<file path="src/shared/gc_regs.svh">
// Register map, field positions, reset values and timing figures
// of the gated 16-bit counter. Definitions only; include by bare name.
`ifndef GC_REGS_SVH
`define GC_REGS_SVH

// -----------------------------------------------------------------
// Register offsets (3-bit address, 8-bit data)
// -----------------------------------------------------------------
`define GC_AW              3
`define GC_DW              8
`define GC_OFF_TCON        3'h0
`define GC_OFF_GCON        3'h1
`define GC_OFF_CNTL        3'h2
`define GC_OFF_CNTH        3'h3
`define GC_OFF_IFLG        3'h4
`define GC_OFF_IEN         3'h5
`define GC_OFF_ICTL        3'h6

// -----------------------------------------------------------------
// Field positions
// -----------------------------------------------------------------
`define GC_TC_CS_HI        7
`define GC_TC_CS_LO        6
`define GC_TC_PS_HI        5
`define GC_TC_PS_LO        4
`define GC_TC_SYNC         2
`define GC_TC_ON           0
`define GC_GC_GE           7
`define GC_GC_POL          6
`define GC_GC_TM           5
`define GC_GC_SPM          4
`define GC_GC_GO           3
`define GC_GC_GVAL         2
`define GC_GC_SS_HI        1
`define GC_GC_SS_LO        0
`define GC_IF_GATE         7
`define GC_IF_OVF          0
`define GC_IC_GIE          7
`define GC_IC_PERIPHERAL_IRQ_ENABLE         6

// -----------------------------------------------------------------
// Reset values and codes
// -----------------------------------------------------------------
`define GC_RST_BYTE        8'h00
`define GC_RST_COUNT       16'h0000
`define GC_COUNT_TOP       16'hffff
`define GC_CS_EXT          2'h2
`define GC_CLK_PERIOD_NS   40

`endif

</file>
<file path="src/shared/gc_pkg.sv">
// Types shared by the gated counter design.
// Assumes gc_regs.svh carries all numeric constants.
package gc_pkg;

   // Single-pulse acquisition progress
   typedef enum logic [1:0] {
      SP_IDLE,
      SP_WAIT,
      SP_OPEN
   } gc_sp_e;

   typedef logic [15:0] gc_count_t;

endpackage

</file>
<file path="src/hdl/gc_gated_counter.sv">
// Gate and interrupt logic of a 16-bit incrementing counter.
// Assumes a register master on core_clk; timer_clock, gate_pin and
// both comparator outputs are asynchronous; the byte-timer wrap
// pulse comes from logic already on core_clk.
`include "gc_regs.svh"
`timescale 1ns/100ps
`default_nettype none

module gc_gated_counter
   import gc_pkg::*;
(
   input  wire logic                core_clk,
   input  wire logic                rst_b,
   input  wire logic [`GC_AW-1:0]   addr,
   input  wire logic [`GC_DW-1:0]   wr_data,
   input  wire logic                wr_stb,
   input  wire logic                rd_stb,
   output logic      [`GC_DW-1:0]   rd_data,
   input  wire logic                timer_clock,
   input  wire logic                gate_pin,
   input  wire logic                byte_timer_wrap_pulse,
   input  wire logic                comparator_a_output,
   input  wire logic                comparator_b_output,
   input  wire logic                sleep_mode,
   output logic                     irq_req,
   output logic                     wake_req
);

   // ----------------------------------------------------------------
   // Register write decode
   // ----------------------------------------------------------------

   // Write hit on one offset
   function automatic logic wr_hit(input logic            stb,
                                   input logic [`GC_AW-1:0] a,
                                   input logic [`GC_AW-1:0] off);
      wr_hit = stb && (a == off);
   endfunction

   logic wr_tcon;
   logic wr_gcon;
   logic wr_cntl;
   logic wr_cnth;
   logic wr_iflg;
   logic wr_ien;
   logic wr_ictl;
   logic wr_cnt;

   assign wr_tcon = wr_hit(wr_stb, addr, `GC_OFF_TCON);
   assign wr_gcon = wr_hit(wr_stb, addr, `GC_OFF_GCON);
   assign wr_cntl = wr_hit(wr_stb, addr, `GC_OFF_CNTL);
   assign wr_cnth = wr_hit(wr_stb, addr, `GC_OFF_CNTH);
   assign wr_iflg = wr_hit(wr_stb, addr, `GC_OFF_IFLG);
   assign wr_ien  = wr_hit(wr_stb, addr, `GC_OFF_IEN);
   assign wr_ictl = wr_hit(wr_stb, addr, `GC_OFF_ICTL);
   assign wr_cnt  = wr_cntl || wr_cnth;

   // ----------------------------------------------------------------
   // Control registers
   // ----------------------------------------------------------------
   logic [1:0] clock_source_select_r;
   logic [1:0] prescale_r;
   logic       sync_bypass_r;
   logic       timer_on_r;
   logic       gate_enable_bit_r;
   logic       gate_polarity_r;
   logic       gate_toggle_mode_r;
   logic       gate_single_pulse_mode_r;
   logic [1:0] gate_source_select_r;
   logic       gate_event_irq_enable_r;
   logic       overflow_irq_enable_r;
   logic       global_irq_enable_r;
   logic       peripheral_irq_enable_r;

   // Timer control; prescale is held for software only, the
   // divider sits outside this block
   always_ff @(posedge core_clk) begin
      if (!rst_b) begin
         clock_source_select_r <= 2'h0;
         prescale_r            <= 2'h0;
         sync_bypass_r         <= 1'b0;
         timer_on_r            <= 1'b0;
      end else if (wr_tcon) begin
         clock_source_select_r <= wr_data[`GC_TC_CS_HI:`GC_TC_CS_LO];
         prescale_r            <= wr_data[`GC_TC_PS_HI:`GC_TC_PS_LO];
         sync_bypass_r         <= wr_data[`GC_TC_SYNC];
         timer_on_r            <= wr_data[`GC_TC_ON];
      end
   end

   // Gate control, all but the go and level bits
   always_ff @(posedge core_clk) begin
      if (!rst_b) begin
         gate_enable_bit_r        <= 1'b0;
         gate_polarity_r          <= 1'b0;
         gate_toggle_mode_r       <= 1'b0;
         gate_single_pulse_mode_r <= 1'b0;
         gate_source_select_r     <= 2'h0;
      end else if (wr_gcon) begin
         gate_enable_bit_r        <= wr_data[`GC_GC_GE];
         gate_polarity_r          <= wr_data[`GC_GC_POL];
         gate_toggle_mode_r       <= wr_data[`GC_GC_TM];
         gate_single_pulse_mode_r <= wr_data[`GC_GC_SPM];
         gate_source_select_r     <= wr_data[`GC_GC_SS_HI:`GC_GC_SS_LO];
      end
   end

   // Interrupt enables
   always_ff @(posedge core_clk) begin
      if (!rst_b) begin
         gate_event_irq_enable_r <= 1'b0;
         overflow_irq_enable_r   <= 1'b0;
         global_irq_enable_r     <= 1'b0;
         peripheral_irq_enable_r <= 1'b0;
      end else begin
         if (wr_ien) begin
            gate_event_irq_enable_r <= wr_data[`GC_IF_GATE];
            overflow_irq_enable_r   <= wr_data[`GC_IF_OVF];
         end
         if (wr_ictl) begin
            global_irq_enable_r     <= wr_data[`GC_IC_GIE];
            peripheral_irq_enable_r <= wr_data[`GC_IC_PERIPHERAL_IRQ_ENABLE];
         end
      end
   end

   // ----------------------------------------------------------------
   // Input synchronisers
   // ----------------------------------------------------------------
   logic [3:0] async_in;
   logic [3:0] sync1_r;
   logic [3:0] sync2_r;
   logic       tclk_d_r;

   assign async_in = {comparator_b_output, comparator_a_output,
                      gate_pin, timer_clock};

   // Two stages for every pin-side input; only sync2 is looked at
   always_ff @(posedge core_clk) begin
      if (!rst_b) begin
         sync1_r  <= 4'h0;
         sync2_r  <= 4'h0;
         tclk_d_r <= 1'b0;
      end else begin
         sync1_r  <= async_in;
         sync2_r  <= sync1_r;
         tclk_d_r <= sync2_r[0];
      end
   end

   // ----------------------------------------------------------------
   // Gate path: source, polarity, toggle, single pulse
   // ----------------------------------------------------------------
   logic   gate_src;
   logic   gate_pol_sig;
   logic   pol_d_r;
   logic   toggle_r;
   logic   gate_t;
   logic   gate_t_d_r;
   logic   t_rise;
   logic   t_fall;
   gc_sp_e sp_state_r;
   logic   gate_acquire_go_r;
   logic   go_done;
   logic   gate_level_r;
   logic   gate_level_d_r;

   // Source pick; the wrap pulse is already on this clock
   always_comb begin
      case (gate_source_select_r)
         2'h0:    gate_src = sync2_r[1];
         2'h1:    gate_src = byte_timer_wrap_pulse;
         2'h2:    gate_src = sync2_r[2];
         2'h3:    gate_src = sync2_r[3];
         default: gate_src = 1'b0;
      endcase
   end

   // Active level is high after this, whichever source is picked
   assign gate_pol_sig = gate_polarity_r ? gate_src : ~gate_src;

   // Toggle stage flips on each active rise; off and cleared otherwise
   always_ff @(posedge core_clk) begin
      if (!rst_b) begin
         pol_d_r  <= 1'b0;
         toggle_r <= 1'b0;
      end else begin
         pol_d_r <= gate_pol_sig;
         if (!gate_toggle_mode_r || !timer_on_r) begin
            toggle_r <= 1'b0;
         end else if (gate_pol_sig && !pol_d_r) begin
            toggle_r <= ~toggle_r;
         end
      end
   end

   assign gate_t = gate_toggle_mode_r ? toggle_r : gate_pol_sig;
   assign t_rise = gate_t && !gate_t_d_r;
   assign t_fall = !gate_t && gate_t_d_r;

   // Single-pulse window; combined with toggle it spans a full cycle
   always_ff @(posedge core_clk) begin
      if (!rst_b) begin
         gate_t_d_r <= 1'b0;
         sp_state_r <= SP_IDLE;
      end else begin
         gate_t_d_r <= gate_t;
         if (!gate_single_pulse_mode_r || !timer_on_r) begin
            sp_state_r <= SP_IDLE;
         end else begin
            case (sp_state_r)
               SP_IDLE: begin
                  if (gate_acquire_go_r) begin
                     sp_state_r <= SP_WAIT;
                  end
               end
               SP_WAIT: begin
                  if (!gate_acquire_go_r) begin
                     sp_state_r <= SP_IDLE;
                  end else if (t_rise) begin
                     sp_state_r <= SP_OPEN;
                  end
               end
               SP_OPEN: begin
                  if (t_fall) begin
                     sp_state_r <= SP_IDLE;
                  end
               end
               default: sp_state_r <= SP_IDLE;
            endcase
         end
      end
   end

   assign go_done = (sp_state_r == SP_OPEN) && t_fall
                    && gate_single_pulse_mode_r;

   // Go bit: software sets it, the trailing edge clears it; a write
   // in the same cycle wins so a fresh arm is never swallowed
   always_ff @(posedge core_clk) begin
      if (!rst_b) begin
         gate_acquire_go_r <= 1'b0;
      end else if (wr_gcon) begin
         gate_acquire_go_r <= wr_data[`GC_GC_GO];
      end else if (go_done) begin
         gate_acquire_go_r <= 1'b0;
      end
   end

   // Gate level, kept whatever gate enable says
   always_ff @(posedge core_clk) begin
      if (!rst_b) begin
         gate_level_r   <= 1'b0;
         gate_level_d_r <= 1'b0;
      end else begin
         gate_level_r   <= gate_single_pulse_mode_r ?
                           (sp_state_r == SP_OPEN) : gate_t;
         gate_level_d_r <= gate_level_r;
      end
   end

   // ----------------------------------------------------------------
   // Counter
   // ----------------------------------------------------------------
   gc_count_t count_r;
   logic      armed_r;
   logic      ext_mode;
   logic      run;
   logic      inc;
   logic      ovf_set;

   assign ext_mode = (clock_source_select_r == `GC_CS_EXT);

   // In sleep only the external counter with sync bypass set keeps going; its clock still passes the two sync stages
   assign run = timer_on_r
                && (!gate_enable_bit_r || gate_level_r)
                && (!sleep_mode || (sync_bypass_r && ext_mode));
   assign inc = run && armed_r && sync2_r[0] && !tclk_d_r;
   assign ovf_set = inc && (count_r == `GC_COUNT_TOP);

   // External clock must be seen low after enable or a count write,
   // so a clock already high does not give a spurious first count
   always_ff @(posedge core_clk) begin
      if (!rst_b) begin
         armed_r <= 1'b0;
      end else if (!timer_on_r || wr_cnt) begin
         armed_r <= 1'b0;
      end else if (!ext_mode || !sync2_r[0]) begin
         armed_r <= 1'b1;
      end
   end

   // Count; a byte write wins over an increment in the same cycle
   always_ff @(posedge core_clk) begin
      if (!rst_b) begin
         count_r <= `GC_RST_COUNT;
      end else if (wr_cntl) begin
         count_r[7:0] <= wr_data;
      end else if (wr_cnth) begin
         count_r[15:8] <= wr_data;
      end else if (inc) begin
         count_r <= count_r + 16'h0001;
      end
   end

   // ----------------------------------------------------------------
   // Flags, request and wake
   // ----------------------------------------------------------------
   logic gate_event_flag_r;
   logic overflow_flag_r;
   logic gev_set;

   assign gev_set = gate_level_d_r && !gate_level_r;

   // Sticky flags; a hardware set beats a software clear
   always_ff @(posedge core_clk) begin
      if (!rst_b) begin
         gate_event_flag_r <= 1'b0;
         overflow_flag_r   <= 1'b0;
      end else begin
         if (gev_set) begin
            gate_event_flag_r <= 1'b1;
         end else if (wr_iflg) begin
            gate_event_flag_r <= wr_data[`GC_IF_GATE];
         end
         if (ovf_set) begin
            overflow_flag_r <= 1'b1;
         end else if (wr_iflg) begin
            overflow_flag_r <= wr_data[`GC_IF_OVF];
         end
      end
   end

   // Service request needs the global enable; wake does not
   always_ff @(posedge core_clk) begin
      if (!rst_b) begin
         irq_req  <= 1'b0;
         wake_req <= 1'b0;
      end else begin
         irq_req  <= global_irq_enable_r && peripheral_irq_enable_r
                     && ((overflow_flag_r && overflow_irq_enable_r
                          && timer_on_r)
                         || (gate_event_flag_r
                             && gate_event_irq_enable_r));
         wake_req <= sleep_mode && overflow_flag_r && timer_on_r
                     && overflow_irq_enable_r && peripheral_irq_enable_r
                     && sync_bypass_r && ext_mode;
      end
   end

   // ----------------------------------------------------------------
   // Register read
   // ----------------------------------------------------------------

   // Data stand one cycle after the strobe only; unmapped reads zero
   always_ff @(posedge core_clk) begin
      if (!rst_b || !rd_stb) begin
         rd_data <= `GC_RST_BYTE;
      end else begin
         case (addr)
            `GC_OFF_TCON: rd_data <= {clock_source_select_r, prescale_r,
                                      1'b0, sync_bypass_r, 1'b0, timer_on_r};
            `GC_OFF_GCON: rd_data <= {gate_enable_bit_r, gate_polarity_r,
                                      gate_toggle_mode_r,
                                      gate_single_pulse_mode_r,
                                      gate_acquire_go_r, gate_level_r,
                                      gate_source_select_r};
            `GC_OFF_CNTL: rd_data <= count_r[7:0];
            `GC_OFF_CNTH: rd_data <= count_r[15:8];
            `GC_OFF_IFLG: rd_data <= {gate_event_flag_r, 6'h00,
                                      overflow_flag_r};
            `GC_OFF_IEN:  rd_data <= {gate_event_irq_enable_r, 6'h00,
                                      overflow_irq_enable_r};
            `GC_OFF_ICTL: rd_data <= {global_irq_enable_r,
                                      peripheral_irq_enable_r, 6'h00};
            default:      rd_data <= `GC_RST_BYTE;
         endcase
      end
   end
endmodule

`default_nettype wire

</file>
<file path="config.mk">
export PLATFORM = sky130hd
export DESIGN_NAME = gc_gated_counter
export DESIGN_NICKNAME = d
export VERILOG_FILES = /design/src/shared/gc_pkg.sv /design/src/hdl/gc_gated_counter.sv
export VERILOG_INCLUDE_DIRS = /design/src /design/src/shared
export SDC_FILE = /design/constraint.sdc
export NUM_CORES = 1
export LEC_CHECK = 0
export BUFFER_PORTS_ARGS = -buffer_cell sky130_fd_sc_hd__clkbuf_2
export CORE_AREA = 2 2 91 93
export DETAILED_ROUTE_END_ITERATION = 7
export DIE_AREA = 0 0 93 95
export PLACE_DENSITY = 0.62
export SYNTH_ARGS = -nofsm -noshare
export SYNTH_HDL_FRONTEND = slang
export SYNTH_SLANG_ARGS = --single-unit
</file>
<file path="constraint.sdc">
create_clock -name core_clk -period 1.75 [get_ports core_clk]
set_input_delay 0 -clock core_clk [delete_from_list [all_inputs] [get_ports core_clk]]
set_output_delay 0 -clock core_clk [all_outputs]
set_load 0.05 [all_outputs]
</file>
==> results of run 1 <==
power by group through the flow:
stage | registers, W | logic (W) | clock network, W
final | 0.00146 | 0.000282 | 0.00117
after floorplan | 0.00149 | 0.000156 | 0
after CTS | 0.00146 | 0.000271 | 0.00120
after detailed placement | 0.00150 | 0.000255 | 0
after global routing | 0.00147 | 0.000305 | 0.00128
after global placement | 0.00149 | 0.000253 | 0
layout make-up:
type,count,area share
Clock inverter,6,0.0119
Sequential cell,62,0.330
Tap cell,105,0.0348
Inverter,5,0.00497
Timing Repair Buffer,69,0.124
Clock buffer,10,0.0365
Multi-Input combinational cell,244,0.459
per-stage QoR:
stage | hold slack (ns) | power (W) | instance area (µm²) | TNS, ns | util
final | 0.00459 | 0.00292 | 3770 | 0 | 0.476
after global routing | 0.0144 | 0.00305 | 3770 | -0.00537 | 0.476
after CTS | 0.000193 | 0.00293 | 3710 | -0.0197 | 0.468
after detailed placement | 0.211 | 0.00175 | 3440 | 0 | 0.434
after global placement | 0.207 | 0.00175 | 3440 | 0 | 0.434
after floorplan | 0.127 | 0.00165 | 3040 | 0 | -
sequential cells by signal, indices dropped and copies added, names as in the netlist, 2 cells and up:
signal / flops
gate_source_select_r: 2
sp_state_r: 2
count_r: 16
prescale_r: 2
sync1_r: 4
clock_source_select_r: 2
rd_data: 8
sync2_r: 4
worst max path at each step:
stage | from | end | slack [ns] | depth (start not counted)
2_1_floorplan | gate_source_select_r[0]$_SDFFE_PN0P_ | gate_acquire_go_r$_SDFFE_PN0P_ | 0.12 | 5
3_5_place_dp | clock_source_select_r[1]$_SDFFE_PN0P_ | count_r[0]$_SDFFE_PN0P_ | 0.02 | 5
5_1_grt | gate_source_select_r[0]$_SDFFE_PN0P_ | sp_state_r[1]$_SDFFE_PP0P_ | -0.002 | 5
4_1_cts | clock_source_select_r[1]$_SDFFE_PN0P_ | count_r[0]$_SDFFE_PN0P_ | -0.02 | 5
3_3_place_gp | gate_source_select_r[0]$_SDFFE_PN0P_ | toggle_r$_SDFFE_PP0P_ | 0.05 | 6
6_report | clock_source_select_r[0]$_SDFFE_PN0P_ | count_r[0]$_SDFFE_PN0P_ | 0.08 | 6
layer usage:
metal  share of wire  up-vias  global-route usage  wire (µm)
li1                -     1324                   -          -
met5               0        -                   0          0
met1            0.45     1238               0.260       3710
met4           0.018        0              0.0686        143
met2            0.48       70               0.326       3900
met3           0.049       12              0.0479        398
worst reg2reg max path, delay by kind of cell, from the launching register on:
family	cells	cell delay, ns
AO/OA/AOI/OAI	3	0.55
AND/OR/NAND/NOR	2	0.51
flip-flops	1	0.34
buffers and inverters	1	0.20
placed cells by master (no fill, tap or decap), types with 2 or more instances in the layout:
cell and n:
a22oi_1 6, nor2b_1 21, o2111ai_1 2, nand3b_1 2
clkinv_4 3, mux2i_1 21, a211oi_1 4, o211ai_1 3
o21ai_0 5, nand4b_1 3, dlygate4sd3_1 8, mux2_2 5
nor3_1 6, a21oi_1 21, nand2_1 28, nor2_1 29
buf_4 30, nor3b_1 4, o22a_1 2, and4b_1 2
clkinv_2 2, and2_1 10, o221a_2 2, mux4_2 4
a31oi_1 7, o21ai_4 2, a21o_1 3, clkbuf_8 10
o2bb2ai_1 2, nand3_1 15, inv_1 5, o31ai_1 3
dfxtp_2 2, clkbuf_2 30, nand4_1 6, dfxtp_1 60
logic make-up after synthesis:
kind of cell	after synthesis
simple gates	139
compound gates	71
flops	62
mux	30
buf+inv	27
xor+xnor	3
fa+ha+maj	1
repair_timing:
action,in CTS,in global routing
pin swaps,0,5
buffers inserted,0,1
resized for setup,1,11
endpoints found under the setup margin,2,12
hold endpoints to repair,8,0
hold buffers,8,0
==> key figures, run 1 <==
Placed design
  – RePlAce Congestion: 0.921
  – IO Port Bufs: 30
  – Hpwl dp: 5930 µm
  – Dpl cells: 476
  – Pre-CTS setup slack: 0.0151 ns

Drt
  – Antenna viol nets, final: 0
  – Pre-Repair DR Iteration Count: 4
  – Via density: 5.28
  – DR WL/cell: 16.3 µm
  – Routed WL: 8150 µm
  – DRC: 0
  – DRT iter0 DRCs: roughly 210
  – Via count: between 2000 and 3000

Synthesis
  – Synth Area in Simple Gates: 0.252
  – Library cells used by synthesis: between 50 and 60
  – EDFF count, synth: 0
  – Largest cells by area after synthesis: dfxtp_1, mux2i_1, nor2b_1
  – Synth Register Bits: 62
  – Top cells by count, synth: dfxtp_1, nor2_1, nand2_1
  – Post-Synth XOR/XNOR Area: 0.00863
  – Syn_nets: 355
  – Mux contribution to synthesized area: 0.117
  – Sequential-to-total area share from yosys stat: 0.408
  – Post-Syn Instances: 333
  – Compound-Gate Fraction of Synth Area: 0.168
  – Post-Syn Area: roughly 3000 µm²
  – Ys async rst share: 0
  – Count leader, synth: dfxtp_1
  – Synth Warn #: 0
  – Synth top area share: 0.408
  – Synthesized area per cell: roughly 9 µm²
  – Synth Area in Adders: 0.00411
  – Cell taking the most area after synthesis: dfxtp_1
  – Ys flop type: dfxtp_1
  – Largest family of logic cells by synthesized area: simple AND/OR/NAND/NOR gates

Cells and area
  – Register Area: 1240 µm²
  – # diodes: 0
  – Share of cells above drive strength 1: 0.268
  – Non-Filler Instances: between 500 and 600
  – Nets: 413
  – Fill cells: 763
  – Syn-to-layout area delta: 24.0%
  – Area of the multi-input gates: 1730 µm²

Hold path
  – Worst hold start: wr_data[2]
  – Min-delay worst type: input pin to register
  – Worst Hold End: sync_bypass_r$_SDFFE_PN0P_
  – Hold path depth: 3

Power
  – Flop pwr share: 0.502
  – Lkg Pwr: between 1 and 1.5 nW
  – Proportion of power drawn by combinational gates: 0.097
  – PD cells: 773 nW/µm²
  – VDD IR-drop max: 0.000522 V
  – Sw Ratio: 0.271
  – NetSw: 0.000792 W
  – Clock share of power: 0.402
  – Int Pwr: about 0.0021 W

Clock tree
  – Clk_lat worst skew: 0.36 ns
  – TritonCTS Buffers: 9
  – CTS tree: yes
  – CTS sink cnt: just over 60
  – Htree depth: 3
  – Clock Path Buffers: 2
  – CTS Root Buffer Type: clkbuf_8
  – CTS clk-pin slew, worst paths: 0.08 ns

Timing
  – Actual slew at the worst max-slew pin: between 0.6 and 0.7 ns
  – Max Clock Freq: between 500 and 600 MHz
  – RSZ-0062 raised after global routing: true
  – Final WS setup: just under 0.08 ns
  – Fin. max-slew vios: 0
  – Share of the cycle needed by the critical path after routing: 0.955
  – Final hold vios: 0
  – Rel. slew slack: 0.551
  – Setup violations, final: 0
  – Fin crit period: 1.67 ns
  – Worst clock skew: 0.0133 ns

Floorplan
  – Die height: 95 µm
  – Die area: 8840 µm²
  – Core area: 7930 µm²
  – Initial Utilization: 0.384
  – Num rows: 33
  – Top-Level Pins: 31
  – Die W: 93 µm

Setup path
  – Reg2reg end: count_r[0]$_SDFFE_PN0P_
  – Worst Setup Path Type: register to register
  – Worst Setup End Kind: register
  – CP arrival: a little under 2 ns
  – Worst path required time: between 2 and 2.5 ns
  – CP max stage cell: dfxtp_1
  – Register-to-register path setup slack: 0.08 ns
  – CP Max Fanout: 14
  – Worst R2R Path Depth: 6
  – Max incr delay on CP: 0.34 ns
  – Worst Path Buf+Inv: 1
  – Reg-to-reg startpoint: clock_source_select_r[0]$_SDFFE_PN0P_
  – Startpoint Class: register
  – CP top delay family: compound AO/OA/AOI/OAI gates
  – CP Cell Sequence: nand3b_4, a221oi_4, buf_4, o21ai_4, or3_1, a21oi_1

Global routing
  – Initial antenna violation count: 0
  – First-pass GRT wire length: 13300 µm
  – Gr usage total: 0.200
  – Vias in the first global route: 2566
  – Total grt overflow: 0
  – Pin count of the biggest net entering global routing: 22

Run status
  – Status: complete, no violations

Job
  – Max_cap viols: 0
(Power assumes the default switching activity.)
==> run 2: changes to the inputs <==
--- a/config.mk
+++ b/config.mk
@@ -7,10 +7,10 @@
 export NUM_CORES = 1
 export LEC_CHECK = 0
 export BUFFER_PORTS_ARGS = -buffer_cell sky130_fd_sc_hd__clkbuf_2
-export CORE_AREA = 2 2 91 93
+export CORE_AREA = 2 2 82 84
 export DETAILED_ROUTE_END_ITERATION = 7
-export DIE_AREA = 0 0 93 95
-export PLACE_DENSITY = 0.62
+export DIE_AREA = 0 0 84 86
+export PLACE_DENSITY = 0.73
 export SYNTH_ARGS = -nofsm -noshare
 export SYNTH_HDL_FRONTEND = slang
 export SYNTH_SLANG_ARGS = --single-unit
==> key figures, run 2 (synthesized netlist as in run 1, its figures left out) <==
Run status
  – Status: complete, no violations

Global routing
  – First-pass GRT wire length: 13600 µm (+2.1%)
  – Total grt overflow: 0 (unchanged)
  – Pin count of the biggest net entering global routing: 23 (+4.5%)
  – Gr usage total: 0.243 (+0.0434)
  – Vias in the first global route: 2644 (+3.0%)
  – Initial antenna violation count: 0 (unchanged)

Setup path
  – Register-to-register path setup slack: 0.06 ns (-0.02 ns)
  – CP arrival: 1.90 ns (-0.05 ns)
  – Max incr delay on CP: 0.42 ns (+0.08 ns)
  – Reg-to-reg startpoint: clock_source_select_r[0]$_SDFFE_PN0P_
  – Worst path required time: 1.96 ns (-0.06 ns)
  – CP Cell Sequence: nand3b_4, a221oi_4, o21ai_2, buf_4, o211ai_1, o31ai_1
  – Critical path depth: 6 (unchanged)
  – Reg2reg end: count_r[10]$_SDFFE_PN0P_
  – Worst Setup Path Type: register to register
  – CP max stage cell: a221oi_4
  – Worst R2R Path Depth: 6 (unchanged)
  – Startpoint Class: register
  – CP top delay family: compound AO/OA/AOI/OAI gates
  – Worst Setup End Kind: register
  – CP Max Fanout: 11 (-3)
  – Worst Path Buf+Inv: 1 (unchanged)

Hold path
  – Worst hold start: wr_data[5]
  – Worst Hold End: gate_toggle_mode_r$_SDFFE_PN0P_
  – Hold path depth: 3 (unchanged)
  – Min-delay worst type: input pin to register

Drt
  – Via count: 2746 (+3.9%)
  – Pre-Repair DR Iteration Count: 4 (unchanged)
  – DR WL/cell: 17.1 µm (+4.9%)
  – DRT iter0 DRCs: 258 (+22%)
  – Routed WL: 8020 µm (-1.6%)
  – DRC: 0 (unchanged)
  – Metal3 WL: 457 µm (+15%)
  – Met2 routed WL: 3700 µm (-5.2%)
  – Top layer used by detailed routing: met4
  – Antenna viol nets, final: 0 (unchanged)
  – Via density: 5.84 (+11%)
  – WL met1: 3730 µm (+0.49%)

Timing
  – Final hold vios: 0 (unchanged)
  – Setup violations, final: 0 (unchanged)
  – Fin crit period: 1.69 ns (+0.0181 ns)
  – Worst clock skew: 0.0149 ns (+0.00161 ns)
  – Fin. max-slew vios: 0 (unchanged)
  – Share of the cycle needed by the critical path after routing: 0.965 (+0.0104)
  – RSZ-0062 raised after global routing: true
  – Actual slew at the worst max-slew pin: 0.653 ns (-0.0195 ns)
  – Final WS setup: 0.0612 ns (-0.0181 ns)
  – Rel. slew slack: 0.564 (+0.0130)
  – Final hold slack: 0.0177 ns (+0.0131 ns)
  – Max Clock Freq: 592 MHz (-1.1%)

Floorplan
  – Initial Utilization: 0.485 (+0.101)
  – Die height: 86 µm (-9.5%)
  – Die area: 7220 µm² (-18%)
  – Die W: 84 µm (-9.7%)
  – Core area: 6280 µm² (-21%)
  – Num rows: 29 (-12%)
  – Top-Level Pins: 31 (unchanged)

Clock tree
  – CTS Root Buffer Type: clkbuf_8
  – TritonCTS Buffers: 9 (unchanged)
  – CTS clk-pin slew, worst paths: 0.07 ns (about the same)
  – Clock Path Buffers: 2 (unchanged)
  – Htree depth: 3 (unchanged)
  – CTS sink cnt: 62 (unchanged)
  – CTS tree: yes
  – Clk_lat worst skew: 0.36 ns (about the same)

Power
  – VDD IR-drop max: 0.000709 V (+36%)
  – Lkg Pwr: 1.41 nW (-2.1%)
  – PD cells: 816 nW/µm² (+5.5%)

Placed design
  – IO Port Bufs: 30 (unchanged)
  – Pre-CTS setup slack: 0.0509 ns (+0.0358 ns)
  – Hpwl dp: 5680 µm (-4.2%)
  – Cell Area, Placed: 3370 µm² (-1.9%)
  – RePlAce Congestion: 0.898 (-2.5%)

Cells and area
  – Share of cells above drive strength 1: 0.249 (-0.0183)
  – Fill cells: 546 (-28%)
  – # diodes: 0 (unchanged)
  – Syn-to-layout area delta: 21.4%
  – Post-route cell area: 3690 µm² (-2.1%)
  – Utilization after layout: 0.589 (+0.113)
  – Max FFs per register: 16 (unchanged)
  – Biggest regs: count_r x16, rd_data x8
  – Commonest non-fill, non-tap cell in the layout: dfxtp_1
  – Nets: 410 (-0.73%)
  – Largest reg by FF count: count_r
  – Commonest cells after routing, fill and taps aside: dfxtp_1, clkbuf_2, nor2_1, nand2_1, buf_4

Job
  – Max_cap viols: 0 (unchanged)
==> run 2: worst min-delay path, stage by stage <==
cell and delay (ns):
clkbuf_2 0.13, mux2i_1 0.13, nor2b_1 0.06
==> run 2: metrics by stage <==
| step | power (W) | instances | TNS [ns] |
|---|---|---|---|
| detailed placement | 0.00175 | 444 | 0 |
| floorplan | 0.00165 | 333 | 0 |
| global route | 0.00313 | 470 | -0.0836 |
| CTS | 0.00302 | 469 | 0 |
| global placement | 0.00174 | 444 | 0 |
| finish | 0.00302 | 470 | 0 |
==> run 2: area by class of cell <==
class	count	area, µm²	share of cell area
clock buffers	11	141	0.0383
flip-flops and latches	62	1240	0.336
multi-input cells	244	1700	0.459
repair buffers	66	443	0.120
well taps	77	96.3	0.0261
inverters	5	18.8	0.00508
clock inverters	5	58.8	0.0159
==> run 2: what timing repair did <==
action	4_1_cts	5_1_grt
gates resized for setup	0	5
endpoints found under the hold margin	11	0
setup buffers	0	1
setup endpoints to repair	0	8
hold buffers	9	0
==> run 2: worst max-delay path by stage <==
stage	from	end	slack (ns)
after floorplan	gate_source_select_r[0]$_SDFFE_PN0P_	gate_acquire_go_r$_SDFFE_PN0P_	0.12
after global placement	gate_source_select_r[0]$_SDFFE_PN0P_	toggle_r$_SDFFE_PP0P_	0.09
after detailed placement	gate_source_select_r[0]$_SDFFE_PN0P_	toggle_r$_SDFFE_PP0P_	0.05
after CTS	gate_source_select_r[0]$_SDFFE_PN0P_	toggle_r$_SDFFE_PP0P_	0.04
after global routing	gate_source_select_r[0]$_SDFFE_PN0P_	sp_state_r[0]$_SDFFE_PP0P_	-0.03
final	clock_source_select_r[0]$_SDFFE_PN0P_	count_r[10]$_SDFFE_PN0P_	0.06
==> run 2: power by group <==
part / switching, W / leakage, nW / internal [W]
Combinational: 0.000154 / 0.811 / 0.000119
Sequential: 0.0000203 / 0.504 / 0.00144
Clock: 0.000583 / 0.0955 / 0.000696
Total: 0.000757 / 1.41 / 0.00226
==> run 2: layer usage <==
layer	GRT usage	vias to the layer above
met1	0.329	1312
li1	-	1317
met2	0.383	103
met4	0.0909	0
met5	0	-
met3	0.0549	14
